$ cat src/rtl/mcg_params.svh
// Register offsets, field positions, reset values and timing counts of the clock generator
`ifndef MCG_PARAMS_SVH
`define MCG_PARAMS_SVH
`define MCG_OFF_CTRL1 12'h000
`define MCG_OFF_CTRL2 12'h004
`define MCG_OFF_TRIM 12'h008
`define MCG_OFF_STAT 12'h00C
`define MCG_OFF_RSTAT 12'h010
// Control one fields
`define MCG_C1_MODE_LSB 0
`define MCG_C1_INT_REF_SELECT_BIT 3
`define MCG_C1_INT_REF_OUTPUT_ENABLE_BIT 4
`define MCG_C1_INT_REF_STOP_ENABLE_BIT 5
`define MCG_C1_REFERENCE_DIVIDER_LSB 8
`define MCG_C1_BUS_DIVIDER_SELECT_LSB 12
// Control two fields
`define MCG_C2_EXT_REF_OUTPUT_ENABLE_BIT 0
`define MCG_C2_EXT_REF_STOP_ENABLE_BIT 1
`define MCG_C2_LP_BIT 2
`define MCG_C2_CME_BIT 3
`define MCG_C2_RANGE_BIT 4
`define MCG_C2_EXTEN_BIT 5
// Trim fields
`define MCG_TRIM_FINE_BIT 8
// Reset values
`define MCG_BUS_DIVIDER_SELECT_RST 2'h1
`define MCG_TRIM_RST 8'h80
`define MCG_REFERENCE_DIVIDER_RST 3'h0
// Timing: reference settle and lock times
`define MCG_IREF_SETTLE_NS 6000
`define MCG_FLL_LOCK_NS 1000000
`define MCG_CLK_NS 25
// Loss-of-clock windows in pclk cycles without an external edge
`define MCG_LOC_HIGH_CYC 16'd400
`define MCG_LOC_LOW_CYC 16'd8000
`endif

$ cat src/rtl/mcg_pkg.sv
// Types shared by the clock generator
package mcg_pkg;
  typedef enum logic [2:0] {
    MCG_FEI, MCG_FEE, MCG_FBI, MCG_FBE, MCG_PEE, MCG_PBE, MCG_BYPASSED_LOWPOWER_INTERNAL_MODE, MCG_BYPASSED_LOWPOWER_EXTERNAL_MODE
  } mcg_mode_e;
  typedef logic [2:0] mcg_div_t;
endpackage : mcg_pkg

$ cat src/rtl/mcg_top.sv
// Clock generator control: dividers, trim, reference outputs, monitor and APB registers
//
// Overview of operation
// - Bus divider changes take effect at the next main clock period boundary, no mode change needed.
// - Low power bit in bypass modes stops FLL/PLL; zero keeps them running.
// - Internal reference output enable drives internal reference clock output.
// - Larger coarse trim lengthens internal reference period, lowering frequency.
// - Trim alters main clock only in FLL_ENGAGED_INTERNAL_MODE, FLL_BYPASSED_INTERNAL_MODE and BYPASSED_LOWPOWER_INTERNAL_MODE modes.
// - Trim fields initialised only by power-on reset, kept through others.
// - Internal stop enable plus output enable keeps internal reference in stop.
// - External output enable presents external reference clock output.
// - Internal select one keeps external reference away from FLL/PLL.
// - External reference kept in stop by enables or external modes.
// - Monitor enabled resets chip when external reference too slow.
// - Monitor reset sets the loss-of-clock flag in reset status.
// - Fixed clock is divided reference; valid only at most quarter main.
// - In bypass, fixed clock invalid for low bus and reference dividers.
// - Valid indicator is one while fixed clock valid, else zero.
// - Reset leaves FLL_ENGAGED_INTERNAL_MODE mode with bus divider at divide-by-2.
// - FLL acquires lock only after internal reference settles, then locks.
// - From reset mode only FEE, FBE, FLL_BYPASSED_INTERNAL_MODE may be entered directly.
`timescale 1ns/1ps
`include "mcg_params.svh"

module mcg_top (
  // APB
  input wire logic pclk,
  input wire logic presetn,
  input wire logic por_n,
  input wire logic psel,
  input wire logic penable,
  input wire logic pwrite,
  input wire logic [11:0] paddr,
  input wire logic [31:0] pwdata,
  output logic [31:0] prdata,
  output logic pready,
  output logic pslverr,
  // Clock sources and state
  input wire logic ext_ref_in,
  input wire logic stop_mode,
  // Clock outputs and enables
  output logic main_clock_out,
  output logic int_ref_clock_out,
  output logic ext_ref_clock_out,
  output logic fixed_freq_clock,
  output logic fixed_freq_valid,
  output logic fll_enable,
  output logic pll_enable,
  output logic int_ref_run,
  output logic ext_ref_run,
  output logic loc_reset_req,
  output mcg_pkg::mcg_mode_e cur_mode
);
  import mcg_pkg::*;

  localparam int IREF_SETTLE_CYC = (`MCG_IREF_SETTLE_NS + `MCG_CLK_NS - 1) / `MCG_CLK_NS;
  localparam int FLL_LOCK_CYC = `MCG_FLL_LOCK_NS / `MCG_CLK_NS;

  ////////////////////////////////////////////////////////////////////////////
  // Registers
  mcg_mode_e mode_r;
  logic int_ref_select_r, int_ref_output_enable_r, int_ref_stop_enable_r;
  mcg_div_t reference_divider_r;
  logic [1:0] bus_divider_select_r;
  logic ext_ref_output_enable_r, ext_ref_stop_enable_r, lp_r, cme_r, range_r, exten_r;
  logic [7:0] trim_r;
  logic fine_trim_r;
  logic loc_flag_r;
  logic fll_locked_r;

  wire wr_en = psel && penable && pwrite;

  function automatic logic is_bypass(input mcg_mode_e m);
    return m inside {MCG_FBI, MCG_FBE, MCG_PBE, MCG_BYPASSED_LOWPOWER_INTERNAL_MODE, MCG_BYPASSED_LOWPOWER_EXTERNAL_MODE};
  endfunction : is_bypass

  function automatic logic is_ext(input mcg_mode_e m);
    return m inside {MCG_FEE, MCG_FBE, MCG_PEE, MCG_PBE, MCG_BYPASSED_LOWPOWER_EXTERNAL_MODE};
  endfunction : is_ext

  // Allowed mode moves; reset mode may only go to FEE, FBE, FLL_BYPASSED_INTERNAL_MODE
  function automatic logic move_ok(input mcg_mode_e from, input mcg_mode_e to);
    logic ok;
    ok = 1'b1;
    if (from == MCG_FEI)
      ok = to inside {MCG_FEI, MCG_FEE, MCG_FBE, MCG_FBI};
    return ok;
  endfunction : move_ok

  always_ff @(posedge pclk or negedge presetn) begin
    if (!presetn) begin
      mode_r <= MCG_FEI;
      int_ref_select_r <= 1'b1;
      int_ref_output_enable_r <= 1'b0;
      int_ref_stop_enable_r <= 1'b0;
      reference_divider_r <= `MCG_REFERENCE_DIVIDER_RST;
      bus_divider_select_r <= `MCG_BUS_DIVIDER_SELECT_RST;
    end else if (wr_en && paddr == `MCG_OFF_CTRL1) begin
      if (move_ok(mode_r, mcg_mode_e'(pwdata[`MCG_C1_MODE_LSB +: 3])))
        mode_r <= mcg_mode_e'(pwdata[`MCG_C1_MODE_LSB +: 3]);
      int_ref_select_r <= pwdata[`MCG_C1_INT_REF_SELECT_BIT];
      int_ref_output_enable_r <= pwdata[`MCG_C1_INT_REF_OUTPUT_ENABLE_BIT];
      int_ref_stop_enable_r <= pwdata[`MCG_C1_INT_REF_STOP_ENABLE_BIT];
      reference_divider_r <= pwdata[`MCG_C1_REFERENCE_DIVIDER_LSB +: 3];
      bus_divider_select_r <= pwdata[`MCG_C1_BUS_DIVIDER_SELECT_LSB +: 2];
    end
  end

  always_ff @(posedge pclk or negedge presetn) begin
    if (!presetn) begin
      ext_ref_output_enable_r <= 1'b0;
      ext_ref_stop_enable_r <= 1'b0;
      lp_r <= 1'b0;
      cme_r <= 1'b0;
      range_r <= 1'b0;
      exten_r <= 1'b0;
    end else if (wr_en && paddr == `MCG_OFF_CTRL2) begin
      ext_ref_output_enable_r <= pwdata[`MCG_C2_EXT_REF_OUTPUT_ENABLE_BIT];
      ext_ref_stop_enable_r <= pwdata[`MCG_C2_EXT_REF_STOP_ENABLE_BIT];
      lp_r <= pwdata[`MCG_C2_LP_BIT];
      cme_r <= pwdata[`MCG_C2_CME_BIT];
      range_r <= pwdata[`MCG_C2_RANGE_BIT];
      exten_r <= pwdata[`MCG_C2_EXTEN_BIT];
    end
  end

  // Trim lives on power-on reset only so it survives ordinary resets
  always_ff @(posedge pclk or negedge por_n) begin
    if (!por_n) begin
      trim_r <= `MCG_TRIM_RST;
      fine_trim_r <= 1'b0;
    end else if (wr_en && paddr == `MCG_OFF_TRIM) begin
      trim_r <= pwdata[7:0];
      fine_trim_r <= pwdata[`MCG_TRIM_FINE_BIT];
    end
  end

  ////////////////////////////////////////////////////////////////////////////
  // APB read path, zero wait states
  logic [31:0] rd_mux;
  always_comb begin
    rd_mux = 32'h0000_0000;
    unique case (paddr)
      `MCG_OFF_CTRL1: rd_mux = {16'h0000, 2'b00, bus_divider_select_r, 1'b0, reference_divider_r, 2'b00,
                                int_ref_stop_enable_r, int_ref_output_enable_r, int_ref_select_r, mode_r};
      `MCG_OFF_CTRL2: rd_mux = {26'h000_0000, exten_r, range_r, cme_r, lp_r,
                                ext_ref_stop_enable_r, ext_ref_output_enable_r};
      `MCG_OFF_TRIM: rd_mux = {23'h00_0000, fine_trim_r, trim_r};
      `MCG_OFF_STAT: rd_mux = {28'h000_0000, fll_locked_r, fixed_freq_valid,
                               int_ref_run, ext_ref_run};
      `MCG_OFF_RSTAT: rd_mux = {31'h0000_0000, loc_flag_r};
      default: rd_mux = 32'h0000_0000;
    endcase
  end

  wire addr_ok = paddr inside {`MCG_OFF_CTRL1, `MCG_OFF_CTRL2, `MCG_OFF_TRIM,
                               `MCG_OFF_STAT, `MCG_OFF_RSTAT};

  always_ff @(posedge pclk or negedge presetn) begin
    if (!presetn) begin
      prdata <= 32'h0000_0000;
      pready <= 1'b0;
      pslverr <= 1'b0;
    end else begin
      pready <= psel && !penable;
      pslverr <= psel && !penable && !addr_ok;
      if (psel && !penable && !pwrite)
        prdata <= rd_mux;
    end
  end

  ////////////////////////////////////////////////////////////////////////////
  // Internal reference oscillator model: half period grows with trim
  logic [9:0] iref_cnt_r;
  logic iref_clk_r;
  wire iref_osc_on = !stop_mode || (int_ref_stop_enable_r && int_ref_output_enable_r);
  wire [9:0] iref_half = {1'b0, trim_r, fine_trim_r};

  always_ff @(posedge pclk or negedge presetn) begin
    if (!presetn) begin
      iref_cnt_r <= 10'h000;
      iref_clk_r <= 1'b0;
    end else if (iref_osc_on) begin
      if (iref_cnt_r >= iref_half) begin
        iref_cnt_r <= 10'h000;
        iref_clk_r <= !iref_clk_r;
      end else begin
        iref_cnt_r <= iref_cnt_r + 10'h001;
      end
    end
  end

  always_ff @(posedge pclk or negedge presetn) begin
    if (!presetn)
      int_ref_run <= 1'b0;
    else
      int_ref_run <= iref_osc_on;
  end

  always_ff @(posedge pclk or negedge presetn) begin
    if (!presetn)
      int_ref_clock_out <= 1'b0;
    else
      int_ref_clock_out <= int_ref_output_enable_r && iref_clk_r;
  end

  ////////////////////////////////////////////////////////////////////////////
  // External reference: synchroniser, output, stop keep-alive
  logic ext_s1_r, ext_s2_r, ext_s3_r;
  always_ff @(posedge pclk or negedge presetn) begin
    if (!presetn) begin
      ext_s1_r <= 1'b0;
      ext_s2_r <= 1'b0;
      ext_s3_r <= 1'b0;
    end else begin
      ext_s1_r <= ext_ref_in;
      ext_s2_r <= ext_s1_r;
      ext_s3_r <= ext_s2_r;
    end
  end
  wire ext_edge = ext_s2_r && !ext_s3_r;

  always_ff @(posedge pclk or negedge presetn) begin
    if (!presetn) begin
      ext_ref_clock_out <= 1'b0;
      ext_ref_run <= 1'b0;
    end else begin
      ext_ref_clock_out <= ext_ref_output_enable_r && ext_s2_r;
      ext_ref_run <= exten_r && (!stop_mode || (ext_ref_stop_enable_r && ext_ref_output_enable_r)
                                 || is_ext(mode_r));
    end
  end

  ////////////////////////////////////////////////////////////////////////////
  // FLL / PLL enables and lock timing
  // Loop reference: external only when internal select is clear
  wire loop_ref_edge = int_ref_select_r ? (iref_cnt_r == 10'h000) : ext_edge;
  wire lp_off = lp_r && is_bypass(mode_r);
  wire pll_mode = mode_r inside {MCG_PEE, MCG_PBE};

  logic [31:0] lock_cnt_r;
  always_ff @(posedge pclk or negedge presetn) begin
    if (!presetn) begin
      fll_enable <= 1'b0;
      pll_enable <= 1'b0;
    end else begin
      fll_enable <= !lp_off && !pll_mode && !stop_mode;
      pll_enable <= !lp_off && pll_mode && !stop_mode;
    end
  end

  // Settle phase counts first, lock phase counts pclk cycles after it
  always_ff @(posedge pclk or negedge presetn) begin
    if (!presetn) begin
      lock_cnt_r <= 32'h0000_0000;
      fll_locked_r <= 1'b0;
    end else if (!fll_enable) begin
      lock_cnt_r <= 32'h0000_0000;
      fll_locked_r <= 1'b0;
    end else if (lock_cnt_r < 32'(IREF_SETTLE_CYC + FLL_LOCK_CYC)) begin
      // Settle span first, lock span after; both counted in pclk cycles
      lock_cnt_r <= lock_cnt_r + 32'h0000_0001;
    end else begin
      fll_locked_r <= 1'b1;
    end
  end

  ////////////////////////////////////////////////////////////////////////////
  // Main clock: source select then glitch-free bus divider
  wire trim_src = mode_r inside {MCG_FEI, MCG_FBI, MCG_BYPASSED_LOWPOWER_INTERNAL_MODE};
  wire src_clk = trim_src ? iref_clk_r : ext_s2_r;
  logic src_d_r;
  logic [3:0] bus_divider_select_cnt_r;
  logic [1:0] bus_divider_select_act_r;
  wire src_edge = src_clk != src_d_r;

  // New divide ratio is taken only at a full period boundary, so no runt pulse
  always_ff @(posedge pclk or negedge presetn) begin
    if (!presetn) begin
      src_d_r <= 1'b0;
      bus_divider_select_cnt_r <= 4'h0;
      bus_divider_select_act_r <= `MCG_BUS_DIVIDER_SELECT_RST;
      main_clock_out <= 1'b0;
    end else begin
      src_d_r <= src_clk;
      if (src_edge) begin
        if (bus_divider_select_cnt_r >= 4'((1 << bus_divider_select_act_r) - 1)) begin
          bus_divider_select_cnt_r <= 4'h0;
          if (main_clock_out)
            bus_divider_select_act_r <= bus_divider_select_r;
          main_clock_out <= !main_clock_out;
        end else begin
          bus_divider_select_cnt_r <= bus_divider_select_cnt_r + 4'h1;
        end
      end
    end
  end

  ////////////////////////////////////////////////////////////////////////////
  // Fixed frequency clock and its validity
  logic [7:0] ff_cnt_r;
  wire ff_bad = is_bypass(mode_r) && ((bus_divider_select_r == 2'h0 && reference_divider_r < 3'h2)
                || (bus_divider_select_r == 2'h1 && reference_divider_r < 3'h3));

  always_ff @(posedge pclk or negedge presetn) begin
    if (!presetn) begin
      ff_cnt_r <= 8'h00;
      fixed_freq_clock <= 1'b0;
      fixed_freq_valid <= 1'b0;
    end else begin
      fixed_freq_valid <= !ff_bad;
      if (loop_ref_edge) begin
        if (ff_cnt_r >= 8'((1 << reference_divider_r) - 1)) begin
          ff_cnt_r <= 8'h00;
          fixed_freq_clock <= !fixed_freq_clock;
        end else begin
          ff_cnt_r <= ff_cnt_r + 8'h01;
        end
      end
    end
  end

  ////////////////////////////////////////////////////////////////////////////
  // Clock monitor: no external edge inside the range window means loss
  logic [15:0] loc_cnt_r;
  wire [15:0] loc_lim = range_r ? `MCG_LOC_HIGH_CYC : `MCG_LOC_LOW_CYC;

  always_ff @(posedge pclk or negedge presetn) begin
    if (!presetn) begin
      loc_cnt_r <= 16'h0000;
      loc_reset_req <= 1'b0;
    end else if (!cme_r || ext_edge) begin
      loc_cnt_r <= 16'h0000;
      loc_reset_req <= 1'b0;
    end else if (loc_cnt_r >= loc_lim) begin
      loc_reset_req <= 1'b1;
    end else begin
      loc_cnt_r <= loc_cnt_r + 16'h0001;
    end
  end

  // Cause flag survives the reset it triggers; cleared by power-on or by writing one to bit 0
  always_ff @(posedge pclk or negedge por_n) begin
    if (!por_n)
      loc_flag_r <= 1'b0;
    else if (loc_reset_req)
      loc_flag_r <= 1'b1;
    else if (wr_en && paddr == `MCG_OFF_RSTAT && pwdata[0])
      loc_flag_r <= 1'b0;
  end

  always_ff @(posedge pclk or negedge presetn) begin
    if (!presetn)
      cur_mode <= MCG_FEI;
    else
      cur_mode <= mode_r;
  end

  ////////////////////////////////////////////////////////////////////////////
  // Checks
  chk_reset_mode: assert property (@(posedge pclk) $rose(presetn) |-> mode_r == MCG_FEI
                                   && bus_divider_select_r == 2'h1) else $error("bad reset mode");
  chk_mode_entry: assert property (@(posedge pclk) disable iff (!presetn)
    $past(mode_r) == MCG_FEI && mode_r != MCG_FEI |-> mode_r inside {MCG_FEE, MCG_FBE,
    MCG_FBI}) else $error("illegal first move");
  chk_bus_divider_select_write: assert property (@(posedge pclk) disable iff (!presetn)
    wr_en && paddr == `MCG_OFF_CTRL1 |=> bus_divider_select_r == $past(pwdata[13:12]))
    else $error("bus divider not applied");
  chk_ff_valid: assert property (@(posedge pclk) disable iff (!presetn)
    ff_bad |=> !fixed_freq_valid) else $error("valid while invalid");
  chk_ff_valid_set: assert property (@(posedge pclk) disable iff (!presetn)
    !ff_bad ##1 !ff_bad |-> fixed_freq_valid) else $error("valid low");
  chk_irclk_gate: assert property (@(posedge pclk) disable iff (!presetn)
    !int_ref_output_enable_r ##1 !int_ref_output_enable_r |-> !int_ref_clock_out) else $error("iref out leak");
  chk_erclk_gate: assert property (@(posedge pclk) disable iff (!presetn)
    !ext_ref_output_enable_r ##1 !ext_ref_output_enable_r |-> !ext_ref_clock_out) else $error("eref out leak");
  chk_lp_off: assert property (@(posedge pclk) disable iff (!presetn)
    lp_off |=> !fll_enable && !pll_enable) else $error("loop not gated");
  chk_loc_flag: assert property (@(posedge pclk) disable iff (!por_n)
    loc_reset_req |=> loc_flag_r) else $error("loss flag missing");
  chk_loc_off: assert property (@(posedge pclk) disable iff (!presetn)
    !cme_r |=> !loc_reset_req) else $error("monitor fired while off");
  chk_iref_stop: assert property (@(posedge pclk) disable iff (!presetn)
    stop_mode && int_ref_stop_enable_r && int_ref_output_enable_r |=> int_ref_run) else $error("iref stopped");
  chk_eref_stop: assert property (@(posedge pclk) disable iff (!presetn)
    exten_r && stop_mode && is_ext(mode_r) |=> ext_ref_run) else $error("eref stopped");
  chk_loc_fire: assert property (@(posedge pclk) disable iff (!presetn)
    cme_r && !ext_edge && loc_cnt_r >= loc_lim |=> loc_reset_req) else $error("loss missed");
endmodule : mcg_top

$ cat config.mk
export PLATFORM = sky130hd
export DESIGN_NAME = mcg_top
export DESIGN_NICKNAME = d
export VERILOG_FILES = /design/src/rtl/mcg_pkg.sv /design/src/rtl/mcg_top.sv
export VERILOG_INCLUDE_DIRS = /design/src /design/src/rtl
export SDC_FILE = /design/constraint.sdc
export NUM_CORES = 1
export LEC_CHECK = 0
export BUFFER_PORTS_ARGS = -buffer_cell sky130_fd_sc_hd__buf_4
export CORE_AREA = 8 8 133 135
export DETAILED_ROUTE_END_ITERATION = 10
export DIE_AREA = 0 0 141 143
export PLACE_DENSITY = 0.69
export SLEW_MARGIN = 10
export SYNTH_ARGS = -nofsm -noshare
export SYNTH_HDL_FRONTEND = slang
export SYNTH_SLANG_ARGS = --single-unit
export TNS_END_PERCENT = 10
$ cat constraint.sdc
create_clock -name pclk -period 5.6 [get_ports pclk]
set_input_delay 0.28 -clock pclk [delete_from_list [all_inputs] [get_ports pclk]]
set_output_delay 0.28 -clock pclk [all_outputs]
set_load 0.02 [all_outputs]
# Word level (Yosys, flattened, before mapping)
# Cells that the tools add are included.
[op_classes]
n_lt_le_gt_ge = 7
reduce_logical = 59
n_mul = 0
muxes = 19
n_div = 0
shifts = 2
eq_ne = 19
addsub = 7
bitwise = 0
[ops]
columns = ["op", "count"]
rows = [
  ["$pmux W14 S5", 1],
  ["$mux W32", 2],
  ["$add A32 B1 Y32 const B", 1],
  ["$lt A32 B16 Y1 const B", 1],
  ["$mux W16", 2],
  ["$eq A12 B4 Y1 const B", 2],
  ["$logic_and A1 B1 Y1", 24],
  ["$add A16 B1 Y16 const B", 1],
  ["$ge A16 B13 Y1", 1],
  ["$reduce_bool A5 Y1", 3],
  ["$mux W13", 1],
  ["$eq A12 B3 Y1 const B", 1],
  ["$eq A12 B5 Y1 const B", 1],
  ["$eq A3 B2 Y1 const B", 4],
  ["$eq A3 B3 Y1 const B", 4],
  ["$logic_not A1 Y1", 12],
  ["$logic_not A12 Y1", 1],
  ["$add A10 B1 Y10 const B", 1],
  ["$ge A10 B9 Y1", 1],
  ["$logic_not A10 Y1", 1],
  ["$mux W1", 10],
  ["$mux W10", 1],
  ["$add A8 B1 Y8 const B", 1],
  ["$ge A8 B8 Y1", 1],
  ["22 further kinds", 35],
]
[word_totals]
ramBits = 0
output_inout_bits = 47
latchBits = 0
rom_bits = 0
regBits = 152
mem_count = 0

# Logic depth before layout (Yosys ltp)
# Gate-level depths: netlist of the first run.
[logic_depth]
depth_word = 6
ltp_mapped = 8
mapped_depth_nobuf = 7

# Least setup slack after synthesis of the first run
# No wires, ideal clock.
[synth_path]
path_type = "flip-flop to flip-flop"
startpoint = "register reference_divider_r[1]"
endpoint = "register ff_cnt_r[0]"
path_buffers = 1
arrival_ns = 2.362
setup_slack_ns = 3.114
path_stages_with_launch = 9
synth_period_minus_slack_ns = 2.486
cell_sequence = "dfrtp_1 -> clkbuf_1 -> or3_1 -> ha_1 -> nand2b_1 -> a2111oi_0 -> o31ai_1 -> nor2_1 -> mux2_2"
[synth_between]
elab_chain_len = 4
[synth_lines]
columns = ["item", "line_no", "text"]
rows = [
  ["start: declaration", "mcg_top.sv:63", "mcg_div_t reference_divider_r;"],
  ["start signal: assignment", "mcg_top.sv:96", "reference_divider_r <= `MCG_REFERENCE_DIVIDER_RST;"],
  ["start signal: assignment", "mcg_top.sv:104", "reference_divider_r <= pwdata[`MCG_C1_REFERENCE_DIVIDER_LSB +: 3];"],
  ["$shl A1 B3 Y8", "mcg_top.sv:313", "if (ff_cnt_r >= 8'((1 << reference_divider_r) - 1)) begin"],
  ["$sub A8 B2 Y8", "mcg_top.sv:313", ""],
  ["$ge A8 B8 Y1", "mcg_top.sv:313", ""],
  ["$mux W8", "mcg_top.sv:313", ""],
  ["end signal: assignment", "mcg_top.sv:317", "ff_cnt_r <= ff_cnt_r + 8'h01;"],
  ["end: declaration", "mcg_top.sv:301", "logic [7:0] ff_cnt_r;"],
]
# No other way between the ends.
# A chain may end at the register's enable or synchronous reset.

# Worst setup path after layout of the first run
[layout_path]
startpoint = "register reference_divider_r[2]"
endpoint = "register ff_cnt_r[0]"
# The elaborated chain is that of the path after synthesis.

==> results of run 1 <==
-- cell usage in the layout, fill, tap and decap left out, drive strengths merged, types with 6 or more instances in the layout --
cell and count:
ha 34, nor4 12, a21oi 30, a211oi 8, o31ai 8, clkbuf 26
nand2b 16, conb 20, dfrtp 129, o21ai 44, nor2b 9, and2 25
and3 10, nand4 11, a22o 8, nor2 30, inv 31, or3 11
nor3 16, nand3 24, mux2i 12, buf 62, o211ai 7, or4 7
a211o 6, nand2 75, mux2 15
-- worst register-to-register path: stages, from the launching register on --
cell       delay, ps
dfrtp_1          470
or3_1            390
ha_1             270
nand2b_1          90
a2111oi_0         90
o31ai_1          840
nor2_1           250
mux2_2           340
-- logic make-up after synthesis --
kind of cell    synth area share, %
flops                         48.57
compound gates                13.66
fa+ha+maj                     6.199
mux                           5.196
other cells                  0.1094
buf+inv                       5.232
xor+xnor                     0.7657
simple gates                  20.27
-- power by group --
part / internal (mW) / switching, mW / leakage (nW)
clock network: 0.692 / 0.406 / 0.281
logic: 0.158 / 0.230 / 1.72
registers: 1.02 / 0.0784 / 1.71
total: 1.88 / 0.714 / 3.71
-- cell type report --
class / instances / area (um2)
Sequential cell: 133 / 3333
Timing Repair Buffer: 64 / 485.5
Inverter: 31 / 116.4
Tap cell: 216 / 270.3
Multi-Input combinational cell: 499 / 3238
Clock inverter: 6 / 65.06
Clock buffer: 26 / 529.3
Fill cell: 1356 / 7560
-- path summary, 6_finish.rpt --
kind                                   startpoint                 endpoint  slack (ps)  cells after the start
max                        reference_divider_r[2]              ff_cnt_r[0]        2740                      7
min                                       presetn                mode_r[2]          30                      1
max reg2reg                reference_divider_r[2]              ff_cnt_r[0]        2740                      7
min reg2reg                              ext_s1_r                 ext_s2_r         380                      0
max in group asynchronous                 presetn  bus_divider_select_r[0]        4450                      2
min in group pclk                       stop_mode               fll_enable          60                      2
-- through the flow --
step | setup slack, ps | total power, mW | hold slack (ps)
final | 2743 | 2.589 | 27.93
after global routing | 2508 | 2.717 | 54.49
after CTS | 2734 | 2.608 | 42.91
after detailed placement | 2746 | 1.506 | 116.5
after global placement | 2824 | 1.484 | 111.9
after floorplan | 3114 | 1.374 | -15.59
-- timing repair --
| action | CTS | global route |
|---|---|---|
| gates resized for setup | 0 | 0 |
| endpoints found under the hold margin | 11 | 0 |
| hold buffers | 2 | 0 |
-- state kept, by name, indices dropped and copies added (netlist names), 2 cells and up --
register,cells
bus_divider_select_cnt_r,4
reference_divider_r,3
cur_mode,3
bus_divider_select_act_r,2
iref_cnt_r,10
lock_cnt_r,32
mode_r,3
loc_cnt_r,16
bus_divider_select_r,2
ff_cnt_r,8
prdata,13
trim_r,8
-- metal layers --
metal	vias up	GRT usage [%]
li1	2545	-
met1	2620	19.90
met2	114	26.84
met3	30	4.574
met4	4	6.505
met5	-	0
==> results summary, run 1 <==
The run finished with clean final reports. The peak fanout along the critical path came out at 10. The wire length of the first global-routing pass came out at 26180 um.

The total met3 wirelength after detailed routing came out at 721 um. The remaining antenna violation count after routing is 0. STA puts the critical path data required time at 5910 ps. The detailed router finished its first iteration with 252 violations. The number of placed instances with taps included came out at 941. The cell count after synthesis came out at 686. In this run the worst hold path is classified as input pin to asynchronous set/reset pin. The worst path uses 51.01% of the clock period. The region available for standard cell placement spans 0.01560 mm2.

The clock-pin slew reported for the worst setup and hold paths after clock tree synthesis came out at 60 ps. The overall track demand over capacity in global routing came out at 16.30%. Setup repair after global routing left no endpoint under its margin. The critical path is of the register to register type. Using the TritonRoute via totals, the vias-per-cell ratio works out to 5.449. Routability-driven placement finished with a final weighted congestion of 0.8564. TritonCTS built the clock tree. The initial antenna violation count came out at 2. The area share of the largest cell type after synthesis came out at 47.04%. The final non-filler cell total is 975.

The row count is 46. The count of final hold-check violations came out at 0. The number of global-route vias before repair is 5249.

The worst slew slack as a fraction of its limit came out at 30.32%. Setup violations remaining at the end of the flow were counted as 0. The critical path contains buffers and inverters numbering 0 combined. The endpoint arrival time on the critical path came out at 3170 ps. The floorplan step set the die height to 143 um. The highest layer touched by signal routing is met5.

The number of max-cap violations is 0. The largest net degree at the start of global routing is 84. The first detailed-routing pass took 5 iterations. The count of boundary I/O pins is 99. Ranked by total cell area, the synthesized netlist is headed by dfrtp_1 (47%), ha_1 (6.2%), nand2_1 (4.1%), o21ai_0 (3.1%), mux2_2 (2.5%). The most common cell in the synthesized netlist is dfrtp_1.

Clock skew on the completed layout was measured at 8.546 ps. The max-slew violation count is 0. The number of unique standard cell types used by synthesis came out at 57. The area of the die came out at 0.02016 mm2.

The proportion of synthesized flip-flops having asynchronous set or reset is 100.0%. Counting flops with a built-in enable in the synthesized netlist gives 0. Grouping stages by cell kind, the critical path spends the most delay in compound AO/OA/AOI/OAI gates.

The slew at the pin closest to its max-slew limit came out at 1036 ps. The total via count after detailed routing is 5313. The final routed wirelength across all metal layers came out at 15600 um.

The cell area after layout is 0.008038 mm2. At the later pin of the worst-skew pair, clock insertion delay measures 430 ps. After synthesis, flip-flops and latches occupy 48.57% of the total area. After detailed routing, the average wire length per cell comes to 16.00 um. The detailed route wirelength on metal2 came out at 7729 um. During placement, the flow inserted port buffers numbering 60. The width of the chip is 141 um. The post-synthesis instance area came out at 0.006863 mm2. Cells fill 51.53% of the core in the end.

Summed over all instances, the cell type with the most area after synthesis is dfrtp_1. The endpoint type of the worst setup path is a register. The clock net sink count came out at 133. The total inserted antenna cells is 0. The level count of the clock H-tree is 4. The power per standard cell area came out at 322.1 mW/mm2.

The time the final worst path needs with I/O delays and setup is 2857 ps. Cells with a size suffix above 1 make up 16.21% of the layout. TritonCTS created 17 clock buffers. For this run the aggregate overflow at the end of global routing stands at 0. The total negative slack for setup checks came out at 0 ps. Among all stages on the critical path, the largest delay is contributed by o31ai_1.

After synthesis, the most frequently instantiated cells are dfrtp_1 (129), nand2_1 (75), o21ai_0 (43). The largest voltage drop on the vdd net came out at 216.2 uV. The total number of yosys warnings is 0. After detailed placement, the total cell area comes to 0.007423 mm2. Buffers added to address setup during post-CTS repair amount to 0. The net count of the finished layout is 832.

The number of flip-flops and latches in the synthesized netlist is 133. The worst setup path is launched from a register. The stage delay of the slowest cell on the critical path is 840 ps. The critical path goes through or3_1 -> ha_1 -> nand2b_1 -> a2111oi_0 -> o31ai_1 -> nor2_1 -> mux2_2. The post-synthesis area per instance is 10.00 um2. Among all flip-flop cells after synthesis, the most frequent one is dfrtp_1.

The achievable frequency came out at 350.1 MHz. The initial cell density of the core came out at 44.00%. The met1 routed wirelength after detailed routing is 6818 um. The area growth from synthesis to layout is 17.12%. The clock passes through at most 2 buffers. The number of design rule violations left after detail routing is 0. The root buffer cell is clkbuf_16.

For this design the static power due to leakage is 3.708 nW. The detailed-placement wirelength estimate came out at 11400 um.
No activity file was read; power rests on OpenSTA's default activity.
==> inputs of run 2 (changes only) <==
--- a/config.mk
+++ b/config.mk
@@ -10,7 +10,7 @@
 export CORE_AREA = 8 8 133 135
 export DETAILED_ROUTE_END_ITERATION = 10
 export DIE_AREA = 0 0 141 143
-export PLACE_DENSITY = 0.69
+export PLACE_DENSITY = 0.72
 export SLEW_MARGIN = 10
 export SYNTH_ARGS = -nofsm -noshare
 export SYNTH_HDL_FRONTEND = slang
==> constraint.sdc (replaced) <==
create_clock -name pclk -period 2.5 [get_ports pclk]
set_input_delay 0.125 -clock pclk [delete_from_list [all_inputs] [get_ports pclk]]
set_output_delay 0.125 -clock pclk [all_outputs]
set_load 0.02 [all_outputs]
==> results summary, run 2 (synthesized netlist as in run 1, its figures left out) <==
The run finished with clean final reports. The achievable frequency is 417.8 MHz (+19%). The data required time at the worst endpoint came out at 2860 ps (-3050 ps). The tree is rooted in a clkbuf_16. Leaving out fill and tap cells, the most frequent cells in the layout are dfrtp_1 (129), buf_4 (76), nand2_1 (74), o21ai_0 (43), ha_1 (34). The largest net degree at the start of global routing is 51 (-39%). The max-slew violation count came out at 0 (unchanged). The worst hold path belongs to the class input pin to register. The count of input and output buffers was 60 (unchanged).

The share of the clock period used by the worst path came to 95.74% (+45 points). Leaving out fill and tap cells, the most frequent cell in the layout is dfrtp_1. The average wire per cell in the routed design is 15.31 um (-4.3%). The register with the most flip-flops in the final layout is lock_cnt_r. The total leakage power is 3.856 nW (+4.0%). The core box area came out at 0.01560 mm2 (unchanged). The violation count after the first detailed-routing iteration came to 354 (+40%). The final non-filler cell total is 1008 (+3.4%). The row count is 46 (unchanged). The initial cell density of the core is 44.00% (unchanged). The total congestion overflow came to 0 (unchanged).

The setup fix buffers added after clock tree synthesis came to 0 (unchanged). The level count of the clock H-tree came out at 4 (unchanged). TritonCTS built the clock tree.

The final routed wirelength across all metal layers is 15440 um (-1.1%). The clock insertion delay at the later pin of the skew report is 420 ps (about the same). The endpoint type of the worst setup path is a register.

The width of the chip was 141 um (unchanged). The peak fanout along the critical path is 5 (-5). The cell area after placement was 0.007569 mm2 (+2.0%). The average vias per placed instance is 5.330 (-2.2%). The worst-case clock buffer depth is 2 (unchanged).

The relative area change from synthesis to final layout came out at 21.50%. The count of final hold-check violations is 0 (unchanged). The wire length of the first global-routing pass is 26490 um (+1.2%). The slew at the pin closest to its max-slew limit came out at 696.6 ps (-339.8 ps). The clock buffer count from CTS is 17 (unchanged). The remaining antenna violation count after routing came to 0 (unchanged). The final weighted congestion in routability-driven placement is 0.8406 (-1.8%). The count of boundary I/O pins came to 99 (unchanged).

The height of the chip came to 143 um (unchanged). The initial antenna violation count is 0 (-2). The number of global-route vias before repair is 5391 (+2.7%).

The clock net sink count is 133 (unchanged). The largest registers in the layout are lock_cnt_r: 32 flops, loc_cnt_r: 16 flops, prdata: 13 flops. The critical path launch point type is a register. By startpoint and endpoint, the worst setup path is classified as register to register. The power per standard cell area came out at 698.9 mW/mm2 (+120%). The number of max-cap violations came out at 0 (unchanged). The number of iterations in the first detailed-routing pass is 5 (unchanged). The total inserted antenna cells is 0 (unchanged).

Setup repair after global routing could not meet its margin everywhere. The number of design rule violations left after detail routing is 0 (unchanged). The final worst clock skew is 9.913 ps (+1.367 ps).

The endpoint arrival time on the critical path is 2750 ps (-420 ps). The total of fill cells in the finished design came out at 1360 (+0.29%). The flip-flop count of the largest register after layout came out at 32 (unchanged). The total negative slack for setup checks came out at 0 ps (unchanged). The total power is 5.827 mW (+130%).

The cell area after layout is 0.008338 mm2 (+3.7%). The worst slew slack as a fraction of its limit is 53.39% (+23 points). The number of placed instances with taps included came out at 957 (+1.7%). The overall track demand over capacity in global routing came to 16.38% (+0.076 points). The total via count after detailed routing came to 5373 (+1.1%).

The largest voltage drop on the vdd net came out at 457.7 uV (+110%). The detailed-placement wirelength estimate came out at 11170 um (-2.0%). The number of nets in the finished design is 865 (+4.0%). The total of endpoints with negative setup slack in the final report came out at 0 (unchanged). The time the final worst path needs with I/O delays and setup is 2393 ps (-463.1 ps). The area of the die came out at 0.02016 mm2 (unchanged). The clock-pin slew reported for the worst setup and hold paths after clock tree synthesis came to 60 ps (about the same). The layout cell share with drive strength beyond 1 is 17.68% (+1.5 points).
## run 2: area by class of cell
class	count	area [um2]	area share, %
Sequential cell	133	3333	39.98
Multi-Input combinational cell	499	3241	38.87
Timing Repair Buffer	97	800.8	9.604
Clock buffer	20	446.7	5.357
Tap cell	216	270.3	3.241
Clock inverter	12	130.1	1.561
Inverter	31	116.4	1.396
## run 2: timing repair
item / in CTS / in global routing
setup endpoints to repair: 0 / 11
resized for setup: 0 / 1
endpoints found under the hold margin: 89 / 0
hold buffers: 19 / 0
## run 2: stage by stage
stage          setup slack (ps)  hold WS, ps  util (%)
3_5_place_dp              151.5       -40.18     48.52
2_1_floorplan             13.56       -170.6         -
5_1_grt                  -118.1        49.49     53.46
4_1_cts                   134.3        1.999     53.44
6_report                  106.5        37.01     53.46
3_3_place_gp              150.3       -40.42     48.52
## run 2: per-layer routing
metal  part of all wire, %  routed length, um  global-route usage, %  up-vias
li1                      -                  -                      -     2622
met1                    44               6850                  20.47     2633
met2                    49               7588                  26.89       93
met3                   4.3                666                  3.773       25
met4                   2.1                331                  6.787        0
met5                     0                  0                      0        -
## run 2: final timing paths
kind | depth (start not counted) | from | to | slack (ps)
worst min register to register | 0 | ext_s1_r | ext_s2_r | 380
min in group asynchronous | 2 | por_n | fine_trim_r | 80
worst max register to register | 7 | reference_divider_r[1] | ff_cnt_r[0] | 110
worst min-delay path | 3 | penable | pready | 40
max in group asynchronous | 3 | presetn | int_ref_select_r | 1510
worst max-delay path | 7 | reference_divider_r[1] | ff_cnt_r[0] | 110
## run 2: power breakdown
part           internal, mW  switching, mW  total, mW
clock                  1.49          0.936       2.43
combinational         0.422          0.524      0.946
sequential             2.29          0.161       2.46
total                  4.21           1.62       5.83
## run 2: worst max-delay path, cell delays in order, from the launching register on
cell and delay (ps):
dfrtp_1 380, or3_1 380, ha_1 270, nand2b_1 130, a2111oi_0 460, o31ai_1 200, nor2_1 310, mux2_2 210
==> inputs of run 3 (changes only) <==
--- a/config.mk
+++ b/config.mk
@@ -11,6 +11,7 @@
 export DETAILED_ROUTE_END_ITERATION = 10
 export DIE_AREA = 0 0 141 143
 export PLACE_DENSITY = 0.72
+export SETUP_SLACK_MARGIN = 0.15
 export SLEW_MARGIN = 10
 export SYNTH_ARGS = -nofsm -noshare
 export SYNTH_HDL_FRONTEND = slang
==> results summary, run 3 (synthesized netlist as in run 1, its figures left out) <==
The count of input and output buffers came out at 60 (unchanged). The clock insertion delay at the later pin of the skew report came out at 420 ps (about the same). Setup repair after global routing could not meet its margin everywhere. The data required time at the worst endpoint came out at 2860 ps (about the same). The run finished with clean final reports. The core box area is 0.01560 mm2 (unchanged). STA classifies the critical path startpoint as a register. The layout cell share with drive strength beyond 1 came out at 18.51% (+0.84 points). The average vias per placed instance is 5.315 (-0.29%). The worst-case clock buffer depth came to 2 (unchanged). The number of design rule violations left after detail routing came to 0 (unchanged). The number of cells on the worst reg-to-reg path is 8 (+1). The total inserted antenna cells came out at 0 (unchanged).

The level count of the clock H-tree is 4 (unchanged). The number of global-route vias before repair came out at 5329 (-1.2%). The largest net degree at the start of global routing is 47 (-7.8%). The overall track demand over capacity in global routing came out at 16.54% (+0.16 points).

The average wire per cell in the routed design came out at 15.36 um (+0.31%). The worst setup path is captured at a register. The slew at the pin closest to its max-slew limit is 714.5 ps (+17.88 ps). The peak fanout along the critical path came out at 7 (+2).

The endpoint arrival time on the critical path came to 2690 ps (-60 ps). The startpoint identified for the worst register-to-register timing path is reference_divider_r[1]. The remaining antenna violation count after routing is 0 (unchanged).

The number of max-cap violations came out at 0 (unchanged). The clock buffer count from CTS is 17 (unchanged). Relative to the synthesized area, the layout overhead comes to 22.41%. The share of the clock period used by the worst path came out at 92.88% (-2.9 points).

The clock net sink count came out at 133 (unchanged). The path with the worst hold slack has its endpoint at pslverr. In the final layout, the registers with the most flip-flops are lock_cnt_r: 32 flops, loc_cnt_r: 16 flops, prdata: 13 flops. The area of the die came out at 0.02016 mm2 (unchanged).

The root buffer cell is clkbuf_16. The critical path in this run is classified as register to register. The total leakage power was 3.875 nW (+0.48%). The achievable frequency came out at 430.7 MHz (+3.1%). The final routed wirelength across all metal layers came out at 15520 um (+0.51%).

The wire length of the first global-routing pass came out at 26680 um (+0.70%). The total of endpoints with negative setup slack in the final report was 0 (unchanged). The library cell used most frequently in the layout, excluding fill and tap cells, is dfrtp_1. The total congestion overflow was 0 (unchanged). The number of nets in the finished design is 867 (+0.23%). The endpoint identified for the worst register-to-register timing path is ff_cnt_r[3]. The width of the chip came to 141 um (unchanged). The worst slew slack as a fraction of its limit is 52.19% (-1.2 points).

The cell count of the worst hold path was 3 (unchanged). The startpoint identified for the worst hold timing path is paddr[10]. The max-slew violation count came to 0 (unchanged). The setup fix buffers added after clock tree synthesis came out at 0 (unchanged). The count of boundary I/O pins is 99 (unchanged). The largest voltage drop on the vdd net came out at 466.8 uV (+2.0%). The height of the chip is 143 um (unchanged). The final weighted congestion in routability-driven placement came out at 0.8667 (+3.1%). The flip-flop count of the largest register after layout is 32 (unchanged). The final worst clock skew is 6.801 ps (-3.112 ps).

The total power is 5.962 mW (+2.3%). In this run the worst setup path begins at reference_divider_r[1]. The clock-pin slew reported for the worst setup and hold paths after clock tree synthesis was 60 ps (about the same). The count of final hold-check violations is 0 (unchanged).

The worst hold path belongs to the class input pin to register. The initial antenna violation count is 0 (unchanged). The initial cell density of the core came out at 44.00% (unchanged). The time the final worst path needs with I/O delays and setup is 2322 ps (-71.42 ps).

The total negative slack for setup checks is 0 ps (unchanged). The number of iterations in the first detailed-routing pass came out at 5 (unchanged). The power per standard cell area came out at 709.7 mW/mm2 (+1.5%). The total via count after detailed routing is 5368 (-0.093%). In the layout the commonest cells are dfrtp_1 (129), buf_4 (78), nand2_1 (74), o21ai_0 (43), ha_1 (34). The row count is 46 (unchanged). The detailed-placement wirelength estimate is 11210 um (+0.34%). The worst-case register-to-register setup slack is 180 ps (+70 ps). TritonCTS built the clock tree.

The violation count after the first detailed-routing iteration came out at 255 (-28%). The register with the most flip-flops in the final layout is lock_cnt_r.
-- run 3: layer usage --
layer	wire [um]	vias to the layer above	GRT usage, %	share of wire, %
met3	668	14	3.840	4.3
met5	0	-	0	0
met1	7105	2613	21.34	46
li1	-	2629	-	-
met2	7582	112	27.00	49
met4	160	0	5.373	1.0
-- run 3: layout make-up --
class                      count  area (um2)
tap                          216       270.3
inverter                      31       116.4
sequential                   133        3333
clock buffer                  19       452.9
clock inverter                13       146.4
multi-input combinational    499        3276
timing repair buffer          99       805.8
fill                        1340        7197
-- run 3: where the power goes --
group | internal [mW] | leakage, nW | switching, mW
Combinational | 0.437 | 1.89 | 0.552
Clock | 1.53 | 0.279 | 0.974
Sequential | 2.29 | 1.71 | 0.176
-- run 3: metrics by stage --
stage               hold WS (ps)  std cells  area [um2]  utilization, %  setup WS (ps)
floorplan                 -170.6        704        6937               -          170.2
global placement          -39.86        958        7570           48.53          165.2
detailed placement        -39.97        958        7570           48.53          162.4
CTS                        38.26       1010        8377           53.71          154.9
global route               50.01       1010        8401           53.86          26.98
finish                     46.87       1010        8401           53.86          178.0
-- run 3: repair_timing --
item / CTS / global route
resized for setup: 1 / 6
hold buffers: 20 / 0
hold endpoints to repair: 84 / 0
endpoints found under the setup margin: 3 / 15
pin swaps: 0 / 0
-- run 3: worst max-delay path by stage --
stage	endpoint	slack [ps]	depth (start not counted)
CTS	ff_cnt_r[0]	150	7
global placement	ff_cnt_r[0]	170	7
finish	ff_cnt_r[3]	180	8
global route	ff_cnt_r[3]	30	8
floorplan	ff_cnt_r[0]	170	8
detailed placement	loc_cnt_r[12]	160	7
-- run 3: worst max-delay path, stage by stage (launching register included) --
cell and delay, ps:
dfrtp_1 370, or3_1 380, ha_1 270, nand2b_1 150
a2111oi_2 470, o31ai_4 140, buf_4 170, o21ai_0 160
a22o_1 140
